## src/design/epr_regs.vh

```
// Constants for the page permission restriction engine.
// Assumes inclusion by every design file of the block but the address checker.
`ifndef EPR_REGS_VH
`define EPR_REGS_VH
// -----------------------------------------------------------------
// Register offsets (APB byte addresses)
// -----------------------------------------------------------------
`define EPR_OFF_CTRL      12'h000
`define EPR_OFF_LEAF      12'h004
`define EPR_OFF_DESC_LO   12'h008
`define EPR_OFF_DESC_HI   12'h00C
`define EPR_OFF_TGT_LO    12'h010
`define EPR_OFF_TGT_HI    12'h014
`define EPR_OFF_RESULT    12'h018
`define EPR_OFF_FLAGS     12'h01C
`define EPR_OFF_FAULT_LO  12'h020
`define EPR_OFF_FAULT_HI  12'h024
`define EPR_OFF_IRQ_STAT  12'h028
`define EPR_OFF_IRQ_MASK  12'h02C
`define EPR_OFF_LIMIT_LO  12'h030
`define EPR_OFF_LIMIT_HI  12'h034
`define EPR_OFF_MODE      12'h038
// -----------------------------------------------------------------
// Fields and codes
// -----------------------------------------------------------------
`define EPR_LEAF_RESTRICT 32'h0000000E
`define EPR_RC_OK         32'h00000000
`define EPR_FAULT_NONE    2'h0
`define EPR_FAULT_GP      2'h1
`define EPR_FAULT_PF      2'h2
`define EPR_FAULT_UD      2'h3
// Descriptor flag bits in the low word
`define EPR_SI_R          0
`define EPR_SI_W          1
`define EPR_SI_X          2
`define EPR_SI_RSVD_MASK  64'hFFFFFFFFFFFFFFF8
// Page map entry bit positions
`define EPR_PM_R          0
`define EPR_PM_W          1
`define EPR_PM_X          2
`define EPR_PM_VALID      3
`define EPR_PM_PEND       4
`define EPR_PM_MOD        5
`define EPR_PM_RIP        6
`define EPR_PM_PT_LO      8
`define EPR_PM_PT_HI      15
`define EPR_REGULAR_PAGE_TYPE        8'h01
// Status / interrupt bits
`define EPR_IRQ_DONE      0
`define EPR_IRQ_FAULT     1
`define EPR_IRQ_ABORT     2
`define EPR_SCR_WORDS     8
`endif

```

## src/design/epr_addr_chk.v

```verilog
// Operand address checker: alignment, limit and canonical form.
// Assumes addresses are 64-bit effective addresses on i_clk domain.
`timescale 1ns/10ps
module epr_addr_chk (
   input  wire [63:0] i_desc_addr,
   input  wire [63:0] i_tgt_addr,
   input  wire [63:0] i_seg_limit,
   input  wire        i_mode64,
   output wire        o_desc_misal,
   output wire        o_tgt_misal,
   output wire        o_bad_ea
);
   // -----------------------------------------------------------------
   // Canonical test, used on both operands
   // -----------------------------------------------------------------
   function canon_bad;
      input [63:0] a;
      begin
         canon_bad = (a[63:47] != 17'h00000) && (a[63:47] != 17'h1FFFF);
      end
   endfunction

   // Descriptor 64-byte, target 4-kilobyte alignment
   assign o_desc_misal = (i_desc_addr[5:0] != 6'h00);
   assign o_tgt_misal  = (i_tgt_addr[11:0] != 12'h000);
   // Segment limit outside 64-bit mode, canonical form inside it
   assign o_bad_ea = i_mode64 ?
      (canon_bad(i_desc_addr) | canon_bad(i_tgt_addr)) :
      ((i_desc_addr > i_seg_limit) | (i_tgt_addr > i_seg_limit));
endmodule // epr_addr_chk

```

## src/design/epr_apb_regs.v

```verilog
// APB slave decode helper: select and error for unmapped offsets.
// Assumes a 12-bit byte address, 32-bit words, zero-wait answers.
`timescale 1ns/10ps
`include "epr_regs.vh"
module epr_apb_regs (
   input  wire [11:0] i_paddr,
   input  wire        i_psel,
   input  wire        i_penable,
   input  wire        i_pwrite,
   output wire        o_wr_en,
   output wire        o_rd_en,
   output wire        o_mapped
);
   // Only aligned words up to the last register are mapped
   assign o_mapped = (i_paddr[1:0] == 2'h0) &&
                     (i_paddr <= `EPR_OFF_MODE);
   assign o_wr_en  = i_psel & i_penable & i_pwrite & o_mapped;
   assign o_rd_en  = i_psel & i_penable & ~i_pwrite;
endmodule // epr_apb_regs

```

## src/design/epr_engine.v

```verilog
// Permission restriction engine: checks operands, descriptor and page
// map state, then narrows permissions of a regular page.
// Assumes memory fetch, page map and concurrency status arrive as ports.
`timescale 1ns/10ps
`include "epr_regs.vh"
module epr_engine #(
   parameter [31:0] PAGE_CONFLICT_CODE = 32'h00000007,
   parameter [31:0] PAGE_LOCKED_CODE   = 32'h00000015
) (
   input  wire        i_clk,
   input  wire        i_rst,
   // APB slave
   input  wire [11:0] i_paddr,
   input  wire        i_psel,
   input  wire        i_penable,
   input  wire        i_pwrite,
   input  wire [31:0] i_pwdata,
   output reg  [31:0] o_prdata,
   output wire        o_pready,
   output wire        o_pslverr,
   // Issuing context
   input  wire [1:0]  i_priv_level,
   // Descriptor fetch, one 64-bit word per beat
   output reg         o_desc_req,
   output reg  [2:0]  o_desc_idx,
   input  wire        i_desc_vld,
   input  wire [63:0] i_desc_data,
   // Page map lookup and write-back
   input  wire        i_tgt_in_cache,
   input  wire [15:0] i_pm_entry,
   output reg         o_pm_we,
   output reg  [15:0] o_pm_wdata,
   // Concurrency and owner state
   input  wire        i_gen1_busy,
   input  wire        i_gen2_other,
   input  wire        i_gen2_conflict,
   input  wire        i_page_written,
   input  wire        i_owner_init,
   // Interrupt
   output wire        o_irq
);
   // -----------------------------------------------------------------
   // States
   // -----------------------------------------------------------------
   localparam [5:0] ST_IDLE  = 6'h01;
   localparam [5:0] ST_ADDR  = 6'h02;
   localparam [5:0] ST_FETCH = 6'h04;
   localparam [5:0] ST_CHECK = 6'h08;
   localparam [5:0] ST_PAGE  = 6'h10;
   localparam [5:0] ST_DONE  = 6'h20;

   reg  [5:0]  state_r;
   reg  [5:0]  state_nxt;
   reg  [63:0] scratch_r [0:`EPR_SCR_WORDS-1];
   reg  [2:0]  idx_r;
   reg  [31:0] leaf_r;
   reg  [63:0] desc_addr_r;
   reg  [63:0] tgt_addr_r;
   reg  [63:0] limit_r;
   reg         mode64_r;
   reg  [31:0] result_r;
   reg         zero_flag_r;
   reg  [4:0]  arith_r;       // Carry, parity, aux, overflow, sign
   reg  [1:0]  fault_r;
   reg  [63:0] fault_addr_r;
   reg  [2:0]  irq_stat_r;
   reg  [2:0]  irq_mask_r;
   reg         busy_r;
   reg         start_p;
   reg  [2:0]  ev_set;
   reg  [63:0] rsvd_or;
   integer     k;
   integer     j;

   wire        wr_en;
   wire        rd_en;
   wire        mapped;
   wire        desc_misal;
   wire        tgt_misal;
   wire        bad_ea;

   // -----------------------------------------------------------------
   // Helpers
   // -----------------------------------------------------------------
   function [63:0] put_lo;
      input [63:0] old;
      input [31:0] d;
      begin
         put_lo = {old[63:32], d};
      end
   endfunction

   function [63:0] put_hi;
      input [63:0] old;
      input [31:0] d;
      begin
         put_hi = {d, old[31:0]};
      end
   endfunction

   epr_apb_regs u_dec (
      .i_paddr   (i_paddr),
      .i_psel    (i_psel),
      .i_penable (i_penable),
      .i_pwrite  (i_pwrite),
      .o_wr_en   (wr_en),
      .o_rd_en   (rd_en),
      .o_mapped  (mapped)
   );

   epr_addr_chk u_chk (
      .i_desc_addr  (desc_addr_r),
      .i_tgt_addr   (tgt_addr_r),
      .i_seg_limit  (limit_r),
      .i_mode64     (mode64_r),
      .o_desc_misal (desc_misal),
      .o_tgt_misal  (tgt_misal),
      .o_bad_ea     (bad_ea)
   );

   // Zero-wait slave; unmapped offsets answer with an error
   assign o_pready  = 1'b1;
   assign o_pslverr = i_psel & i_penable & ~mapped;
   assign o_irq     = |(irq_stat_r & irq_mask_r);

   // -----------------------------------------------------------------
   // Register writes from software
   // -----------------------------------------------------------------
   always @(posedge i_clk or posedge i_rst) begin
      if (i_rst) begin
         leaf_r      <= 32'h00000000;
         desc_addr_r <= 64'h0000000000000000;
         tgt_addr_r  <= 64'h0000000000000000;
         limit_r     <= 64'hFFFFFFFFFFFFFFFF;
         mode64_r    <= 1'b0;
         irq_mask_r  <= 3'h0;
         start_p     <= 1'b0;
      end else begin
         start_p <= wr_en && (i_paddr == `EPR_OFF_CTRL) && i_pwdata[0]
                    && !busy_r;
         if (wr_en) begin
            case (i_paddr)
               `EPR_OFF_LEAF:     leaf_r      <= i_pwdata;
               `EPR_OFF_DESC_LO:  desc_addr_r <= put_lo(desc_addr_r, i_pwdata);
               `EPR_OFF_DESC_HI:  desc_addr_r <= put_hi(desc_addr_r, i_pwdata);
               `EPR_OFF_TGT_LO:   tgt_addr_r  <= put_lo(tgt_addr_r, i_pwdata);
               `EPR_OFF_TGT_HI:   tgt_addr_r  <= put_hi(tgt_addr_r, i_pwdata);
               `EPR_OFF_LIMIT_LO: limit_r     <= put_lo(limit_r, i_pwdata);
               `EPR_OFF_LIMIT_HI: limit_r     <= put_hi(limit_r, i_pwdata);
               `EPR_OFF_MODE:     mode64_r    <= i_pwdata[0];
               `EPR_OFF_IRQ_MASK: irq_mask_r  <= i_pwdata[2:0];
               default: begin
               end
            endcase
         end
      end
   end

   // -----------------------------------------------------------------
   // Read mux; registered data, sampled on the setup phase
   // -----------------------------------------------------------------
   always @(posedge i_clk or posedge i_rst) begin
      if (i_rst) begin
         o_prdata <= 32'h00000000;
      end else if (i_psel && !i_penable && !i_pwrite) begin
         case (i_paddr)
            `EPR_OFF_CTRL:     o_prdata <= {31'h00000000, busy_r};
            `EPR_OFF_LEAF:     o_prdata <= leaf_r;
            `EPR_OFF_DESC_LO:  o_prdata <= desc_addr_r[31:0];
            `EPR_OFF_DESC_HI:  o_prdata <= desc_addr_r[63:32];
            `EPR_OFF_TGT_LO:   o_prdata <= tgt_addr_r[31:0];
            `EPR_OFF_TGT_HI:   o_prdata <= tgt_addr_r[63:32];
            `EPR_OFF_RESULT:   o_prdata <= result_r;
            `EPR_OFF_FLAGS:    o_prdata <= {24'h000000, fault_r,
                                            arith_r, zero_flag_r};
            `EPR_OFF_FAULT_LO: o_prdata <= fault_addr_r[31:0];
            `EPR_OFF_FAULT_HI: o_prdata <= fault_addr_r[63:32];
            `EPR_OFF_IRQ_STAT: o_prdata <= {29'h00000000, irq_stat_r};
            `EPR_OFF_IRQ_MASK: o_prdata <= {29'h00000000, irq_mask_r};
            `EPR_OFF_LIMIT_LO: o_prdata <= limit_r[31:0];
            `EPR_OFF_LIMIT_HI: o_prdata <= limit_r[63:32];
            `EPR_OFF_MODE:     o_prdata <= {31'h00000000, mode64_r};
            default:           o_prdata <= 32'h00000000;
         endcase
      end
   end

   // -----------------------------------------------------------------
   // Reserved-field reduction over the scratch copy
   // -----------------------------------------------------------------
   always @* begin
      rsvd_or = scratch_r[0] & `EPR_SI_RSVD_MASK;
      for (k = 1; k < `EPR_SCR_WORDS; k = k + 1) begin
         rsvd_or = rsvd_or | scratch_r[k];
      end
   end

   // -----------------------------------------------------------------
   // Sequencer state
   // -----------------------------------------------------------------
   always @* begin
      state_nxt = state_r;
      case (state_r)
         ST_IDLE:  if (start_p) state_nxt = ST_ADDR;
         ST_ADDR:  state_nxt = ST_DONE;
         ST_FETCH: if (i_desc_vld && idx_r == 3'h7) state_nxt = ST_CHECK;
         ST_CHECK: state_nxt = ST_DONE;
         ST_PAGE:  state_nxt = ST_DONE;
         ST_DONE:  state_nxt = ST_IDLE;
         default:  state_nxt = ST_IDLE;
      endcase
   end

   // -----------------------------------------------------------------
   // Checks, fetch and commit; first failing check wins, in order
   // -----------------------------------------------------------------
   always @(posedge i_clk or posedge i_rst) begin
      if (i_rst) begin
         state_r      <= ST_IDLE;
         idx_r        <= 3'h0;
         busy_r       <= 1'b0;
         o_desc_req   <= 1'b0;
         o_desc_idx   <= 3'h0;
         o_pm_we      <= 1'b0;
         o_pm_wdata   <= 16'h0000;
         result_r     <= 32'h00000000;
         zero_flag_r  <= 1'b0;
         arith_r      <= 5'h00;
         fault_r      <= `EPR_FAULT_NONE;
         fault_addr_r <= 64'h0000000000000000;
         ev_set       <= 3'h0;
         for (j = 0; j < `EPR_SCR_WORDS; j = j + 1)
            scratch_r[j] <= 64'h0000000000000000;
      end else begin
         state_r <= state_nxt;
         o_pm_we <= 1'b0;
         ev_set  <= 3'h0;
         case (state_r)
            ST_IDLE: begin
               if (start_p) begin
                  busy_r       <= 1'b1;
                  fault_r      <= `EPR_FAULT_NONE;
                  fault_addr_r <= 64'h0000000000000000;
               end
            end
            ST_ADDR: begin
               if (leaf_r != `EPR_LEAF_RESTRICT || i_priv_level != 2'h0)
                  fault_r <= `EPR_FAULT_UD;
               else if (bad_ea)
                  fault_r <= `EPR_FAULT_GP;
               else if (desc_misal)
                  fault_r <= `EPR_FAULT_GP;
               else if (tgt_misal)
                  fault_r <= `EPR_FAULT_GP;
               else if (!i_tgt_in_cache) begin
                  fault_r      <= `EPR_FAULT_PF;
                  fault_addr_r <= tgt_addr_r;
               end else begin
                  state_r    <= ST_FETCH;
                  idx_r      <= 3'h0;
                  o_desc_req <= 1'b1;
                  o_desc_idx <= 3'h0;
               end
            end
            ST_FETCH: begin
               if (i_desc_vld) begin
                  scratch_r[idx_r] <= i_desc_data;
                  idx_r            <= idx_r + 3'h1;
                  o_desc_idx       <= idx_r + 3'h1;
                  if (idx_r == 3'h7)
                     o_desc_req <= 1'b0;
               end
            end
            ST_CHECK: begin
               if ((rsvd_or != 64'h0000000000000000) ||
                   (!scratch_r[0][`EPR_SI_R] && scratch_r[0][`EPR_SI_W]))
                  fault_r <= `EPR_FAULT_GP;
               else if (i_gen1_busy || i_gen2_other)
                  fault_r <= `EPR_FAULT_GP;
               else
                  state_r <= ST_PAGE;
            end
            ST_PAGE: begin
               if (!i_pm_entry[`EPR_PM_VALID]) begin
                  fault_r      <= `EPR_FAULT_PF;
                  fault_addr_r <= tgt_addr_r;
               end else if (i_gen2_conflict || i_page_written) begin
                  zero_flag_r <= 1'b1;
                  result_r    <= PAGE_CONFLICT_CODE;
               end else if (i_pm_entry[`EPR_PM_PEND] ||
                            i_pm_entry[`EPR_PM_MOD]) begin
                  zero_flag_r <= 1'b1;
                  result_r    <= PAGE_LOCKED_CODE;
               end else if (i_pm_entry[`EPR_PM_PT_HI:`EPR_PM_PT_LO] !=
                            `EPR_REGULAR_PAGE_TYPE) begin
                  fault_r      <= `EPR_FAULT_PF;
                  fault_addr_r <= tgt_addr_r;
               end else if (!i_owner_init)
                  fault_r <= `EPR_FAULT_GP;
               else begin
                  o_pm_we    <= 1'b1;
                  o_pm_wdata <= {i_pm_entry[15:7], 1'b1,
                                 i_pm_entry[5:3],
                                 i_pm_entry[2:0] & scratch_r[0][2:0]};
                  zero_flag_r <= 1'b0;
                  result_r    <= `EPR_RC_OK;
               end
            end
            ST_DONE: begin
               arith_r <= 5'h00;
               busy_r  <= 1'b0;
               if (fault_r != `EPR_FAULT_NONE)
                  ev_set <= 3'h2;
               else if (zero_flag_r)
                  ev_set <= 3'h4;
               else
                  ev_set <= 3'h1;
            end
            default: begin
            end
         endcase
      end
   end

   // -----------------------------------------------------------------
   // Sticky interrupt status; a new event beats a same-cycle clear
   // -----------------------------------------------------------------
   always @(posedge i_clk or posedge i_rst) begin
      if (i_rst)
         irq_stat_r <= 3'h0;
      else if (wr_en && i_paddr == `EPR_OFF_IRQ_STAT)
         irq_stat_r <= (irq_stat_r & ~i_pwdata[2:0]) | ev_set;
      else
         irq_stat_r <= irq_stat_r | ev_set;
   end
endmodule // epr_engine

```

## config.mk

```make
export PLATFORM = sky130hd
export DESIGN_NAME = epr_engine
export DESIGN_NICKNAME = d
export VERILOG_FILES = /design/src/design/epr_addr_chk.v /design/src/design/epr_apb_regs.v /design/src/design/epr_engine.v
export VERILOG_INCLUDE_DIRS = /design/src /design/src/design
export SDC_FILE = /design/constraint.sdc
export NUM_CORES = 2
export LEC_CHECK = 0
export BUFFER_PORTS_ARGS = -buffer_cell sky130_fd_sc_hd__buf_2
export CAP_MARGIN = 20
export CORE_AREA = 2 2 256 283
export DETAILED_ROUTE_END_ITERATION = 12
export DIE_AREA = 0 0 258 285
export GPL_ROUTABILITY_DRIVEN = 0
export MAX_ROUTING_LAYER = met4
export PLACE_DENSITY = 0.75
export SLEW_MARGIN = 15
export SYNTH_ARGS = -nofsm -noshare
export SYNTH_HDL_FRONTEND = slang
export SYNTH_SLANG_ARGS = --single-unit
```

## constraint.sdc

```tcl
create_clock -name i_clk -period 31.1 [get_ports i_clk]
set_input_delay 6.22 -clock i_clk [delete_from_list [all_inputs] [get_ports i_clk]]
set_output_delay 6.22 -clock i_clk [all_outputs]
set_load 0.03 [all_outputs]
```

== Word-level counts from Yosys, hierarchy flattened ==
Cells that the tools add are included.

* Register bits after elaboration: 906
* Output and inout bits: 56
* Memories kept: 0
* Bits of input ports: 138
* ROM bits: 0
* Memory bits (writable): 0
* Latch bits: 0

* Bitwise operators: 30
* Order comparisons: 5
* $add $sub $neg: 1
* Shift-type cells: 0
* Equality and inequality tests: 41
* Muxes and demuxes: 79
* Reductions and logical operators: 54
* Divide/modulo/power cells: 0
* Multiply operators: 0

{| class="wikitable"
|+ Operators with widths
! cell !! number
|-
| 64-bit two-way mux || 11
|-
| 512-bit bitwise mux || 1
|-
| 32-bit case mux with 15 select lines || 1
|-
| 64-bit OR || 7
|-
| 64-bit case mux with 2 select lines || 3
|-
| 64-bit demux with 3-bit select || 1
|-
| 64-bit case mux with 3 select lines || 1
|-
| 64-bit greater-than comparator || 2
|-
| 32-bit two-way mux || 4
|-
| 12-bit by 6-bit == test with 1-bit output (second input constant) || 7
|-
| 64-bit nonzero test || 1
|-
| 6-bit two-way mux || 9
|-
| 12-bit by 5-bit == test with 1-bit output (second input constant) || 4
|-
| 17-bit != test (second input constant) || 2
|-
| 17-bit nonzero test || 2
|-
| 32-bit by 4-bit != test with 1-bit output (second input constant) || 1
|-
| 3-bit two-way mux || 10
|-
| 2-bit two-way mux || 13
|-
| 12-bit by 4-bit == test with 1-bit output (second input constant) || 2
|-
| 1-bit two-way mux || 19
|-
| 2-bit != test (second input constant) || 9
|-
| 6-bit case mux with 3 select lines || 1
|-
| 3-bit AND reduction || 6
|-
| 3-bit != test (second input constant) || 5
|-
| other kinds (43) || 88
|}

== Longest topological paths before layout ==
* Word-level depth: 11
* Mapped depth: 13
* Mapped depth without buffers: 11

== Cells and area by module ==
Synthesis repeated with hierarchy kept, for this count alone.

* Cell total of the unflattened synthesis: 2965
* Area, all modules: 39258.9 um2

{| class="wikitable"
|+ Modules (own cells, without submodules)
! module !! instances !! area each (um2) !! seq. area each (um2) !! cells each
|-
| epr_engine || 1 || 35998.3 || 21977.3 || 2533
|-
| epr_addr_chk || 1 || 3206.8 || 0.0 || 424
|-
| epr_apb_regs || 1 || 53.8 || 0.0 || 8
|}

== Least setup slack after synthesis ==
Ideal clock, no wire load.

* Path kind: in2out
* Start point: input i_paddr[3]
* End point: output o_pslverr
* Slack: 17.619 ns
* Stages on the path: 5
* Arrival time: 7.261 ns
* Required time: 24.880 ns
* Path buffers: 1
* Cell sequence: clkbuf_1 -> nand2_1 -> o21ai_0 -> nor2_1 -> nor2_1

* Longest elaborated chain between the ends: 4

{| class="wikitable"
|+ Ends and longest elaborated chain
! item !! line !! text
|-
| start: declaration || epr_engine.v:13 || <nowiki>input wire [11:0] i_paddr,</nowiki>
|-
| 12-bit by 6-bit less-or-equal comparator with 1-bit output (no source line) || -- ||
|-
| 1-bit logical AND || epr_apb_regs.v:15 || <nowiki>assign o_mapped = (i_paddr[1:0] == 2'h0) &&</nowiki>
|-
| 1-bit inverter || epr_engine.v:123 || <nowiki>assign o_pslverr = i_psel & i_penable & ~mapped;</nowiki>
|-
| 1-bit AND || epr_engine.v:123 ||
|-
| end: declaration || epr_engine.v:20 || <nowiki>output wire o_pslverr,</nowiki>
|}

Every way passes these cells.

== Worst setup path after layout ==
* Start point: input i_paddr[9]
* End point: output o_pslverr

The elaborated chain is that of the path after synthesis.

==> results.yml <==
outcome:
  status: "finished, final reports clean"
clock_tree:
  postCtsSetupRepairBufs: 0
  postCtsResizedCells: 0
  cts.path.max_buffers: 3
  clk_pin_slew_ns: 0.06
  root_buffer: "clkbuf_16"
  tritoncts: "yes"
  cts_buffers: 89
  hold_buffers: 0
  htree_levels: 3
  clk_latency_ns: 0.66
  clock-sinks: 875
flow_run:
  maxCapViolations: 0
die:
  chipHeight_um: 285
  fp-row-count: 103
  coreArea_mm2: 0.0710
  dieArea_mm2: 0.0735
  io_pins: 194
  start_util_pct: 54.2
  die_w_um: 258
setup_path:
  critical_path_peak_fanout: 3
  cp_slowest_stage_delay_ns: 0.53
  critPathLaunchType: "primary input"
  rr_worst_depth: 12
  critPathKind: "in2out"
  cpMaxStageDelayCell: "nor4_1"
  crit_buf_inv: 2
  crit_path_start: "i_paddr[9]"
  cp.required_ns: 24.88
  critical_path.cell_chain: "buf_2 -> nor4_1 -> nand2_1 -> nor2_1 -> nor2_1 -> buf_2"
  cp_top_family: "simple AND/OR/NAND/NOR gates"
  r2r_slack_ns: 26.56
  timing.rr.start: "limit_r[31]"
  r2r-end: "fault_addr_r[11]"
  cp.depth: 6
  worst_ep_arrival_time_ns: 7.41
  end_kind: "primary output"
  crit_path_end: "o_pslverr"
cells_and_area:
  postLayoutCoreUtil_pct: 61.4
  synthToLayoutAreaGrowth_pct: 13.3
  drive_gt1_share_pct: 34.3
  regArea_mm2: 0.0220
  final_area_mm2: 0.0436
  nets: 3391
  multiInputGateArea_mm2: 0.0156
  nFillCells: 5374
  layout_commonest_cell: "dfrtp_1"
  most-common-layout-cells: "dfrtp_1 (810), mux2_2 (608), buf_2 (193)"
synthesis:
  yosys_warnings: 0
  synthFlopType: "dfrtp_1"
  synthArstFlopShare_pct: 100
  yosys_register_bits: 875
  synth_area_leader_cell: "dfrtp_1"
  yosysUniqueCellTypes: 67
  ys_top_cells_by_area: "dfrtp_1 (53%), mux2_2 (18%), dfstp_2 (4.4%)"
  syn_nets: 3202
  syn_area_per_cell_um2: 13.1
  synth_top_cell_area_share_pct: 52.6
  synth_edf_count: 0
  synth_cells: 2934
  syn-cell-area_mm2: 0.0385
  seq_area_frac_synth_pct: 57.1
pwr:
  finalPower_mw: 2.39
  power_density_mw_per_mm2: 54.7
  irDropWorstVdd_mv: 0.0493
  leakagePower_nw: 22.2
routing:
  drc_errors: 0
  drt_wl_total_um: 108000
  vias: 26600
  postRouteAntennaNets: 0
  drtPass1Iterations: 6
  drt-initial-drc-count: 2280
  drt-wirelength-per-cell_um: 26.1
  viasPerCell: 6.42
global_routing:
  grt_pass1_wl_um: 167000
  groute.usage.overall_pct: 30.5
  grt_pass1_vias: 28100
  grt_max_degree: 194
  antenna_found_initial: 10
  grt.overflow.total: 0
timing:
  fmax_ghz: 0.0734
  fin_crit_sh_pct: 43.8
  timing.final.ws_setup_ns: 17.47
  rsz0062_at_grt: "false"
  maxSlewHeadroom_pct: 23.8
  fin_skew_ns: 0.0256
  hold_viol_final: 0
  slew_violations: 0
  tightest_slew_ns: 1.14
  finalSetupTns_ns: 0
  fin_crit_ns: 13.63
  setup_viol: 0
placement:
  hpwl_um: 70900
  place_ws_ns: 17.51
  io_buffers: 191
  postPlaceCellArea_mm2: 0.0404
hold_path:
  hold_class: "reg2reg"
how the worst min path moves through the flow:
| stage | start | to | slack (ns) | depth (start not counted) |
|---|---|---|---|---|
| detailed placement | ev_set[2] | irq_stat_r[2] | 0.41 | 1 |
| CTS | ev_set[2] | irq_stat_r[2] | 0.43 | 1 |
| global placement | ev_set[1] | irq_stat_r[1] | 0.41 | 1 |
| floorplan | ev_set[0] | irq_stat_r[0] | 0.40 | 1 |
| global route | ev_set[2] | irq_stat_r[2] | 0.44 | 1 |
| finish | ev_set[2] | irq_stat_r[2] | 0.42 | 1 |
sequential cells by signal, indices dropped and copies added, names as in the netlist, 6 cells and up:
register and flops:
o_prdata 32, tgt_addr_r 64, scratch_r 512, leaf_r 32
state_r 6, desc_addr_r 64, o_pm_wdata 15, fault_addr_r 64
limit_r 64
routing by layer:
metal	routed length, um	track usage (%)	vias to the layer above	part of all wire, %
met4	6450	17.0	0	6.0
met5	0	-	-	0
met3	7390	5.02	371	6.8
li1	-	-	11400	-
met2	54300	50.8	1236	50
met1	40300	35.3	13600	37
synthesized netlist by cell type, types with 4 or more instances:
master / number
dfrtp_1: 810
mux2_2: 608
nand2_1: 165
nor4_1: 163
ha_1: 130
o21ai_0: 103
a22o_1: 87
inv_1: 83
a21oi_1: 77
nand4_1: 73
a22oi_1: 69
mux2_1: 68
dfstp_2: 65
nor2_1: 63
buf_2: 61
clkbuf_1: 49
nor3_1: 33
a221oi_1: 30
a31oi_1: 24
nand3_1: 21
buf_6: 19
a222oi_1: 15
nor2b_1: 12
a21o_1: 8
and3_1: 7
and4_1: 7
o21a_1: 7
nor2_2: 6
nand3b_1: 5
or3_1: 5
or4_1: 5
a211oi_1: 4
o211ai_1: 4
cells by family (layout without fill, tap and decap cells):
family	count (synthesis)	in the layout	synth area share (%)
simple gates	586	586	8.12
flops	875	875	57.1
buf+inv	215	475	2.68
other cells	1	8	0.00974
fa+ha+maj	130	130	4.22
xor+xnor	1	1	0.0227
mux	678	678	19.8
compound gates	448	448	8.07
final cells by class:
class | instances | area share [%]
tap | 945 | 2.71
clock inverter | 39 | 1.52
clock buffer | 123 | 5.90
antenna | 7 | 0.0401
timing repair buffer | 230 | 2.92
sequential | 875 | 50.4
multi-input combinational | 1844 | 35.8
inverter | 83 | 0.731
metrics by stage:
stage | hold slack [ns] | cells
floorplan | 0.404 | 2934
global placement | 0.408 | 3975
detailed placement | 0.414 | 3975
CTS | 0.428 | 4137
global route | 0.443 | 4144
finish | 0.423 | 4146
report_power, final:
| part | internal, mW | switching (mW) |
|---|---|---|
| clock | 0.701 | 0.460 |
| sequential | 1.14 | 0.00357 |
| combinational | 0.0154 | 0.0623 |
Power figures use the tool's default switching activity.
